### src/logic/dma_defs.svh
// Register map, field positions, reset values and request codes of the DMA controller
`ifndef DMA_DEFS_SVH
`define DMA_DEFS_SVH
`define DMA_CHANNELS        4
`define DMA_GLOBAL_BIT      7
`define DMA_CH_LSB          5
`define DMA_CTRL_OFS        5'h00
`define DMA_REQ_OFS         5'h04
`define DMA_STA_OFS         5'h08
`define DMA_STB_OFS         5'h0C
`define DMA_PAD_OFS         5'h10
`define DMA_CNT_OFS         5'h14
`define DMA_STATUS_ADDR     8'h80
`define DMA_MASK_ADDR       8'h84
`define DMA_STATE_ADDR      8'h88
`define DMA_FORCE_BIT       8
`define DMA_HALF_LSB        4
`define DMA_RESET_WORD      16'h0000
`define SRC_EXT_IRQ_ZERO    8'h00
`define SRC_CAPTURE_TWO     8'h05
`define SRC_COMPARE_TWO     8'h06
`define SRC_TIMER_TWO       8'h07
`define SRC_SERIAL_ONE_TX   8'h0C
`define SRC_ANALOG_ONE      8'h0D
`define SRC_CAN_ONE_TX      8'h46
`define PAD_CAPTURE_TWO     16'h014C
`define PAD_COMPARE_TWO_PRI 16'h0910
`define PAD_COMPARE_TWO_SEC 16'h090E
`define PAD_SERIAL_ONE_TX   16'h0224
`define PAD_ANALOG_ONE      16'h0300
`define PAD_CAN_ONE_TX      16'h0442
`endif

### src/logic/dma_pkg.sv
// Types of the DMA controller
`default_nettype none
package dma_pkg;
   typedef enum logic [2:0] {
      ST_IDLE  = 3'b001,
      ST_READ  = 3'b010,
      ST_WRITE = 3'b100
   } xfer_state_type;

   typedef enum logic [1:0] {
      AM_POST_INC = 2'h0,
      AM_NO_INC   = 2'h1,
      AM_PERIPH   = 2'h2
   } addr_mode_type;

   typedef struct packed {
      logic          pingPong;
      logic          autoRepeat;
      addr_mode_type addrMode;
      logic          byteSize;
      logic          toPeriph;
      logic          enable;
   } chan_cfg_type;

   typedef struct packed {
      chan_cfg_type cfg;
      logic [7:0]   reqSel;
      logic [15:0]  staA;
      logic [15:0]  staB;
      logic [15:0]  pad;
      logic [15:0]  blockLen;
      logic [15:0]  done;
      logic [15:0]  ofs;
      logic         ppSel;
      logic         pending;
   } chan_type;

   typedef struct packed {
      logic        req;
      logic        write;
      logic        byteSize;
      logic [15:0] addr;
      logic [15:0] wdata;
   } bus_req_type;

   typedef struct packed {
      logic [31:0] prdata;
      logic        pready;
      logic        pslverr;
   } apb_resp_type;

   typedef struct packed {
      chan_type [3:0] ch;
      xfer_state_type fsm;
      logic [1:0]     act;
      bus_req_type    bus;
      apb_resp_type   apb;
      logic [7:0]     status;
      logic [7:0]     mask;
      logic           irq;
   } dma_state_type;
endpackage
`default_nettype wire

### src/logic/dma_controller.sv
// Four-channel DMA controller with APB register slave and memory bus master
`timescale 1ns/100ps
`default_nettype none
`include "dma_defs.svh"

module dma_controller (
   input  wire logic        clk,
   input  wire logic        reset_n,
   input  wire logic [7:0]  paddr,
   input  wire logic        psel,
   input  wire logic        penable,
   input  wire logic        pwrite,
   input  wire logic [31:0] pwdata,
   output logic [31:0]      prdata,
   output logic             pready,
   output logic             pslverr,
   input  wire logic [255:0] periphEvents,
   input  wire logic [63:0] periphIndAddr,
   output logic             busReq,
   output logic             busWrite,
   output logic             busByte,
   output logic [15:0]      busAddr,
   output logic [15:0]      busWdata,
   input  wire logic        busAck,
   input  wire logic [15:0] busRdata,
   output logic             irq
);
   dma_pkg::dma_state_type s;
   dma_pkg::dma_state_type next_s;

   // ****************************************
   // Helpers
   // ****************************************
   // Memory side address of a channel
   function automatic logic [15:0] memAddr(input dma_pkg::chan_type c,
                                           input logic [15:0] indAddr);
      logic [15:0] base;
      base = (c.cfg.pingPong && c.ppSel) ? c.staB : c.staA;
      unique case (c.cfg.addrMode)
         dma_pkg::AM_POST_INC: memAddr = base + c.ofs;
         dma_pkg::AM_PERIPH:   memAddr = indAddr;
         default:              memAddr = base;
      endcase
   endfunction

   // Peripheral register preloaded when a source is selected
   function automatic logic [15:0] defaultPad(input logic [7:0] code);
      unique case (code)
         `SRC_CAPTURE_TWO:   defaultPad = `PAD_CAPTURE_TWO;
         `SRC_COMPARE_TWO:   defaultPad = `PAD_COMPARE_TWO_PRI;
         `SRC_SERIAL_ONE_TX: defaultPad = `PAD_SERIAL_ONE_TX;
         `SRC_ANALOG_ONE:    defaultPad = `PAD_ANALOG_ONE;
         `SRC_CAN_ONE_TX:    defaultPad = `PAD_CAN_ONE_TX;
         default:            defaultPad = `DMA_RESET_WORD;
      endcase
   endfunction

   // ****************************************
   // Next state
   // ****************************************
   always_comb begin
      logic [1:0]  ci;
      logic [16:0] cnt1;
      logic [16:0] halfPt;
      logic        granted;
      logic [15:0] ind;
      ci      = paddr[6:5];
      cnt1    = 17'h00000;
      halfPt  = 17'h00000;
      granted = 1'b0;
      ind     = 16'h0000;
      next_s  = s;
      next_s.apb.pready  = 1'b0;
      next_s.apb.pslverr = 1'b0;

      // Setup phase: decode now so the access phase answers at once
      if (psel && !penable) begin
         next_s.apb.pready = 1'b1;
         next_s.apb.prdata = 32'h00000000;
         if (paddr[1:0] != 2'h0) begin
            next_s.apb.pslverr = 1'b1;
         end else if (!paddr[`DMA_GLOBAL_BIT]) begin
            unique case (paddr[4:0])
               `DMA_CTRL_OFS: next_s.apb.prdata = {25'h0000000, s.ch[ci].cfg};
               `DMA_REQ_OFS:  next_s.apb.prdata = {24'h000000, s.ch[ci].reqSel};
               `DMA_STA_OFS:  next_s.apb.prdata = {16'h0000, s.ch[ci].staA};
               `DMA_STB_OFS:  next_s.apb.prdata = {16'h0000, s.ch[ci].staB};
               `DMA_PAD_OFS:  next_s.apb.prdata = {16'h0000, s.ch[ci].pad};
               `DMA_CNT_OFS:  next_s.apb.prdata = {16'h0000, s.ch[ci].blockLen};
               default:       next_s.apb.pslverr = 1'b1;
            endcase
         end else begin
            unique case (paddr)
               `DMA_STATUS_ADDR: next_s.apb.prdata = {24'h000000, s.status};
               `DMA_MASK_ADDR:   next_s.apb.prdata = {24'h000000, s.mask};
               `DMA_STATE_ADDR: begin
                  for (int i = 0; i < `DMA_CHANNELS; i++) begin
                     next_s.apb.prdata[i]     = s.ch[i].cfg.enable;
                     next_s.apb.prdata[4 + i] = s.ch[i].pending;
                  end
                  next_s.apb.prdata[9:8] = s.act;
                  next_s.apb.prdata[10]  = (s.fsm != dma_pkg::ST_IDLE);
               end
               default: next_s.apb.pslverr = 1'b1;
            endcase
         end
      end

      // Access phase completes on this edge
      if (psel && penable && s.apb.pready && !s.apb.pslverr) begin
         if (!pwrite && paddr == `DMA_STATUS_ADDR) begin
            next_s.status = 8'h00;
         end
         if (pwrite && !paddr[`DMA_GLOBAL_BIT]) begin
            unique case (paddr[4:0])
               `DMA_CTRL_OFS: begin
                  next_s.ch[ci].cfg = pwdata[6:0];
                  if (pwdata[0] && !s.ch[ci].cfg.enable) begin
                     next_s.ch[ci].done  = 16'h0000;
                     next_s.ch[ci].ofs   = 16'h0000;
                     next_s.ch[ci].ppSel = 1'b0;
                  end
               end
               `DMA_REQ_OFS: begin
                  next_s.ch[ci].reqSel = pwdata[7:0];
                  next_s.ch[ci].pad    = defaultPad(pwdata[7:0]);
                  if (pwdata[`DMA_FORCE_BIT] && s.ch[ci].cfg.enable) begin
                     next_s.ch[ci].pending = 1'b1;
                  end
               end
               `DMA_STA_OFS: next_s.ch[ci].staA = pwdata[15:0];
               `DMA_STB_OFS: next_s.ch[ci].staB = pwdata[15:0];
               `DMA_PAD_OFS: next_s.ch[ci].pad = pwdata[15:0];
               `DMA_CNT_OFS: next_s.ch[ci].blockLen = pwdata[15:0];
               default: ;
            endcase
         end else if (pwrite && paddr == `DMA_MASK_ADDR) begin
            next_s.mask = pwdata[7:0];
         end
      end

      // ****************************************
      // Transfer engine
      // ****************************************
      unique case (s.fsm)
         dma_pkg::ST_IDLE: begin
            for (int i = `DMA_CHANNELS - 1; i >= 0; i--) begin
               if (s.ch[i].pending && s.ch[i].cfg.enable) begin
                  next_s.act = 2'(i);
                  granted    = 1'b1;
               end
            end
            if (granted) begin
               ind = periphIndAddr[16 * next_s.act +: 16];
               next_s.ch[next_s.act].pending = 1'b0;
               next_s.bus.req   = 1'b1;
               next_s.bus.write = 1'b0;
               next_s.bus.byteSize = s.ch[next_s.act].cfg.byteSize;
               next_s.bus.addr = s.ch[next_s.act].cfg.toPeriph
                                 ? memAddr(s.ch[next_s.act], ind)
                                 : s.ch[next_s.act].pad;
               next_s.fsm = dma_pkg::ST_READ;
            end
         end
         dma_pkg::ST_READ: begin
            if (busAck) begin
               ind = periphIndAddr[16 * s.act +: 16];
               next_s.bus.write = 1'b1;
               next_s.bus.wdata = busRdata;
               next_s.bus.addr  = s.ch[s.act].cfg.toPeriph ? s.ch[s.act].pad
                                  : memAddr(s.ch[s.act], ind);
               next_s.fsm = dma_pkg::ST_WRITE;
            end
         end
         dma_pkg::ST_WRITE: begin
            if (busAck) begin
               next_s.bus.req = 1'b0;
               next_s.fsm     = dma_pkg::ST_IDLE;
               cnt1   = {1'b0, s.ch[s.act].done} + 17'h00001;
               halfPt = ({1'b0, s.ch[s.act].blockLen} + 17'h00001) >> 1;
               next_s.ch[s.act].done = cnt1[15:0];
               if (s.ch[s.act].cfg.addrMode == dma_pkg::AM_POST_INC) begin
                  next_s.ch[s.act].ofs = s.ch[s.act].ofs
                                         + (s.ch[s.act].cfg.byteSize ? 16'h0001 : 16'h0002);
               end
               if (cnt1 == halfPt && halfPt != 17'h00000) begin
                  next_s.status[`DMA_HALF_LSB + s.act] = 1'b1;
               end
               if (s.ch[s.act].done == s.ch[s.act].blockLen) begin
                  next_s.status[s.act]  = 1'b1;
                  next_s.ch[s.act].done = 16'h0000;
                  next_s.ch[s.act].ofs  = 16'h0000;
                  if (s.ch[s.act].cfg.pingPong) begin
                     next_s.ch[s.act].ppSel = !s.ch[s.act].ppSel;
                  end
                  if (!s.ch[s.act].cfg.autoRepeat) begin
                     next_s.ch[s.act].cfg.enable = 1'b0;
                  end
               end
            end
         end
      endcase

      // latch requests, set wins over grant
      for (int i = 0; i < `DMA_CHANNELS; i++) begin
         if (next_s.ch[i].cfg.enable && periphEvents[s.ch[i].reqSel]) begin
            next_s.ch[i].pending = 1'b1;
         end
      end
      next_s.irq = |(next_s.status & next_s.mask);
   end

   always_ff @(posedge clk or negedge reset_n) begin
      if (!reset_n) begin
         s     <= '0;
         s.fsm <= dma_pkg::ST_IDLE;
      end else begin
         s <= next_s;
      end
   end

   assign prdata   = s.apb.prdata;
   assign pready   = s.apb.pready;
   assign pslverr  = s.apb.pslverr;
   assign busReq   = s.bus.req;
   assign busWrite = s.bus.write;
   assign busByte  = s.bus.byteSize;
   assign busAddr  = s.bus.addr;
   assign busWdata = s.bus.wdata;
   assign irq      = s.irq;

   // Completion strobes shared by several properties
   logic fullEvt0;
   logic fullEvt3;
   logic stepEvt0;
   assign fullEvt0 = s.fsm == dma_pkg::ST_WRITE && busAck && s.act == 2'h0
                     && s.ch[0].done == s.ch[0].blockLen;
   assign stepEvt0 = s.fsm == dma_pkg::ST_WRITE && busAck && s.act == 2'h0;
   assign fullEvt3 = s.fsm == dma_pkg::ST_WRITE && busAck && s.act == 2'h3
                     && s.ch[3].done == s.ch[3].blockLen;
endmodule // dma_controller
`default_nettype wire

### config.mk
export PLATFORM = sky130hd
export DESIGN_NAME = dma_controller
export DESIGN_NICKNAME = d
export VERILOG_FILES = /design/src/logic/dma_pkg.sv /design/src/logic/dma_controller.sv
export VERILOG_INCLUDE_DIRS = /design/src /design/src/logic
export SDC_FILE = /design/constraint.sdc
export NUM_CORES = 2
export LEC_CHECK = 0
export BUFFER_PORTS_ARGS = -buffer_cell sky130_fd_sc_hd__buf_4
export CORE_ASPECT_RATIO = 1.5
export CORE_MARGIN = 5
export CORE_UTILIZATION = 45
export DETAILED_ROUTE_END_ITERATION = 8
export PLACE_DENSITY = 0.64
export SYNTH_ARGS = -nofsm -noshare
export SYNTH_HDL_FRONTEND = slang
export SYNTH_SLANG_ARGS = --single-unit
### constraint.sdc
create_clock -name clk -period 7.6 [get_ports clk]
set_input_delay 0.76 -clock clk [delete_from_list [all_inputs] [get_ports clk]]
set_output_delay 0.76 -clock clk [all_outputs]
set_load 0.05 [all_outputs]
==> run metrics <==
Hold-fix buffers, CTS 0; Max-Cap Viols 0; post-synth top area share 32.51%; CTS root buf clkbuf_16; core area 89200 um^2; Final WS setup 1567 ps; yosys warns 0; P per Cell Area 138.6 nW/um^2; Min-Delay Path Class input pin to async pin; Setup TNS Final 0 ps; Worst Tran Pin Value 1333 ps; Max-Slew Margin vs Limit 11.12%; nets@finish 4112; CP Cell Sequence nor2_2 > a31oi_4 > a21oi_1 > a221oi_4 > mux2i_1 > a221o_1 > inv_1 > ha_1 > a211oi_1 > o211ai_1 > a2111oi_0 > nor3_1 > nor3_1 > o21ai_0 > nand4_1 > a21boi_0 > o41ai_1; CP bufs+invs 1; Setup Crit Path Kind register to register; clk slew on worst S/H paths 70 ps; commonest cells in the netlist mux4_2 (533), dfrtp_1 (526), nand2_1 (412); share of post-route cells with drive strength above 1 37.87%; asr flop ratio synth 100.0%; syn_area_per_cell 11.60 um^2; CP max stage delay 1040 ps; antenna violations before repair 7; FILL cells 7952; Top delay family on crit path compound AO/OA/AOI/OAI gates; first-pass GRT wire length 227300 um; largest net degree at the start of global routing 160; cell count along the critical path 17; sequential area share after synthesis 32.58%; Worst setup SP type register; fin crit period 6033 ps; Residual DRC 0; initial core utilization 45.39%; gp weighted congestion 0.9805; Starting DRT DRC Count 3780; TritonCTS clock tree done; Slew Limit Fails 0; Avg WL per Cell 31.61 um; Area contributors post-synth dfrtp_1 (33%), mux4_2 (30%), mux2_2 (6.5%); status complete, no violations; VDD IR max 0.1535 mV; combinational share of power 13.3%; ys flop type dfrtp_1; Arrival @ worst endpoint 6560 ps; cts repair resizes 0; CP Capture Type register; Worst Reg2Reg Path Length in Cells 17; Critical Path Start s[86]$_DFFE_PN0P_; Post-CTS Setup Repair Bufs 0; max frequency 165.8 MHz; Routed Antenna Nets 0; Detailed Place HPWL 113000 um; P&R area growth vs syn 13.10%; Die Y 377.3 um; Required @ worst endpoint 8120 ps; Int Pwr 4.646 mW; count leader, synth mux4_2; CP endpoint busAddr[15]$_DFFE_PN0P_; Total Wirelength 154700 um; Yosys top cell by area dfrtp_1; final hold violation count 0; total global-route track usage 31.44%; grt ovf 0; H-tree depth 2; RR Endpoint busAddr[15]$_DFFE_PN0P_; RSZ-0062 raised after global routing false; vias in the first global route 33990; r2r setup slk 1570 ps; switching share of power 26.82%; Ports 452; Final setup viols 0; Vias 34000; critical path's most frequent cell nor3_1; CP Max Fanout 45; die area 96180 um^2; port buffer count 419; Netlist cell types 99; Seq cells post-synth 527; Post-Synthesis Cells 3489; Sink Count 527; RR Startpoint s[86]$_DFFE_PN0P_; CTS buffer count 52; Seq pwr share 45.3%; Worst path slowest cell dfrtp_4; EDFF count, synth 0; Pleak 18.42 nW; Longest Clk Path Bufs 3; clock share of power 41.4%; vias per inst 6.948; First-pass DRT Iterations 6; Setup Skew 32.99 ps; dpl ws 1536 ps; Skew-Pair Late Insertion Delay 640 ps; Core Rows 134; Die W 254.9 um; Sw Pwr 1.703 mW; Mapped Area 40480 um^2; final period utilization 79.38%
flip-flops by register name (all words and copies together), names as in the netlist, named ones only:
signal    count
busAddr      16
busByte       1
busReq        1
busWdata     16
busWrite      1
irq           1
prdata       16
pready        1
pslverr       1
s           472
how the worst min path moves through the flow:
stage | end | slack, ps | depth (start not counted)
floorplan | s[337]$_DFF_PN0_ | 440 | 2
global placement | s[346]$_DFF_PN0_ | 460 | 2
detailed placement | busWdata[13]$_DFFE_PN0P_ | 460 | 2
CTS | s[298]$_DFF_PN0_ | 180 | 1
global route | s[172]$_DFF_PN0_ | 230 | 1
finish | s[187]$_DFF_PN0_ | 170 | 1
metrics by stage:
stage          power (mW)  instance area (um^2)  util, %  hold WS [ps]  std cells
2_1_floorplan       3.357                 40540        -         444.6       3504
3_3_place_gp        3.752                 44110    49.45         456.1       4795
3_5_place_dp        3.764                 44110    49.45         464.3       4795
4_1_cts             6.375                 45760    51.31         180.3       4885
5_1_grt             6.532                 45770    51.32         228.1       4888
6_report            6.348                 45790    51.33         171.3       4894
power groups by stage:
| stage | logic [mW] | registers (mW) | clock network [mW] |
|---|---|---|---|
| floorplan | 0.443 | 2.91 | 0 |
| global placement | 0.829 | 2.92 | 0 |
| detailed placement | 0.840 | 2.92 | 0 |
| CTS | 0.841 | 2.87 | 2.66 |
| global route | 0.893 | 2.87 | 2.76 |
| finish | 0.844 | 2.87 | 2.63 |
layout make-up:
type	count	area, um^2	share of cell area (%)
Inverter	36	135.1	0.2951
Sequential cell	527	13220	28.87
Clock inverter	19	202.7	0.4427
Tap cell	1156	1446	3.159
Timing Repair Buffer	498	3809	8.318
Clock buffer	71	1453	3.173
Multi-Input combinational cell	2578	25500	55.70
Antenna cell	9	22.52	0.04919
worst reg2reg max path: stages (launching register included):
cell       delay (ps)
dfrtp_4          1040
nor2_2            280
a31oi_4           270
a21oi_1            90
a221oi_4          630
mux2i_1           180
a221o_1           500
inv_1             100
ha_1              240
a211oi_1          460
o211ai_1          230
a2111oi_0         740
nor3_1            220
nor3_1            270
o21ai_0           150
nand4_1           120
a21boi_0           90
o41ai_1           310
cell usage in the layout (no fill, tap or decap), drive strengths merged, types with 20 or more instances in the layout:
cell type and count:
a22o 52, xnor2 44, o21ai 208, a31oi 40
mux2 236, nand2 415, nor3 47, o211ai 22
clkbuf 71, nand3 82, a21oi 97, o22ai 124
a32o 36, inv 38, a22oi 54, ha 34
nor2 185, a211oi 20, mux2i 33, dfrtp 526
mux4 534, xor2 48, buf 498
cell families (layout without fill, tap and decap cells):
| kind of cell | after synthesis | count (layout) | synth area share [%] |
|---|---|---|---|
| AOI/OAI and AO/OA | 777 | 777 | 12.95 |
| xor gates and xnor gates | 92 | 92 | 2.009 |
| adders and majority gates | 37 | 37 | 1.199 |
| buffers and inverters | 399 | 624 | 4.800 |
| DFF | 527 | 527 | 32.58 |
| muxes | 803 | 803 | 37.10 |
| other | 1 | 25 | 0.009263 |
| and+or+nand+nor | 853 | 853 | 9.356 |
routing by layer:
layer / track usage, % / vias to the layer above / share of wire (%)
met4: 21.70 / 0 / 9.0
met2: 51.66 / 2176 / 48
met3: 6.329 / 509 / 9.3
li1: - / 14100 / -
met1: 36.99 / 17220 / 33
met5: 0 / - / 0
(Power assumes the default switching activity.)
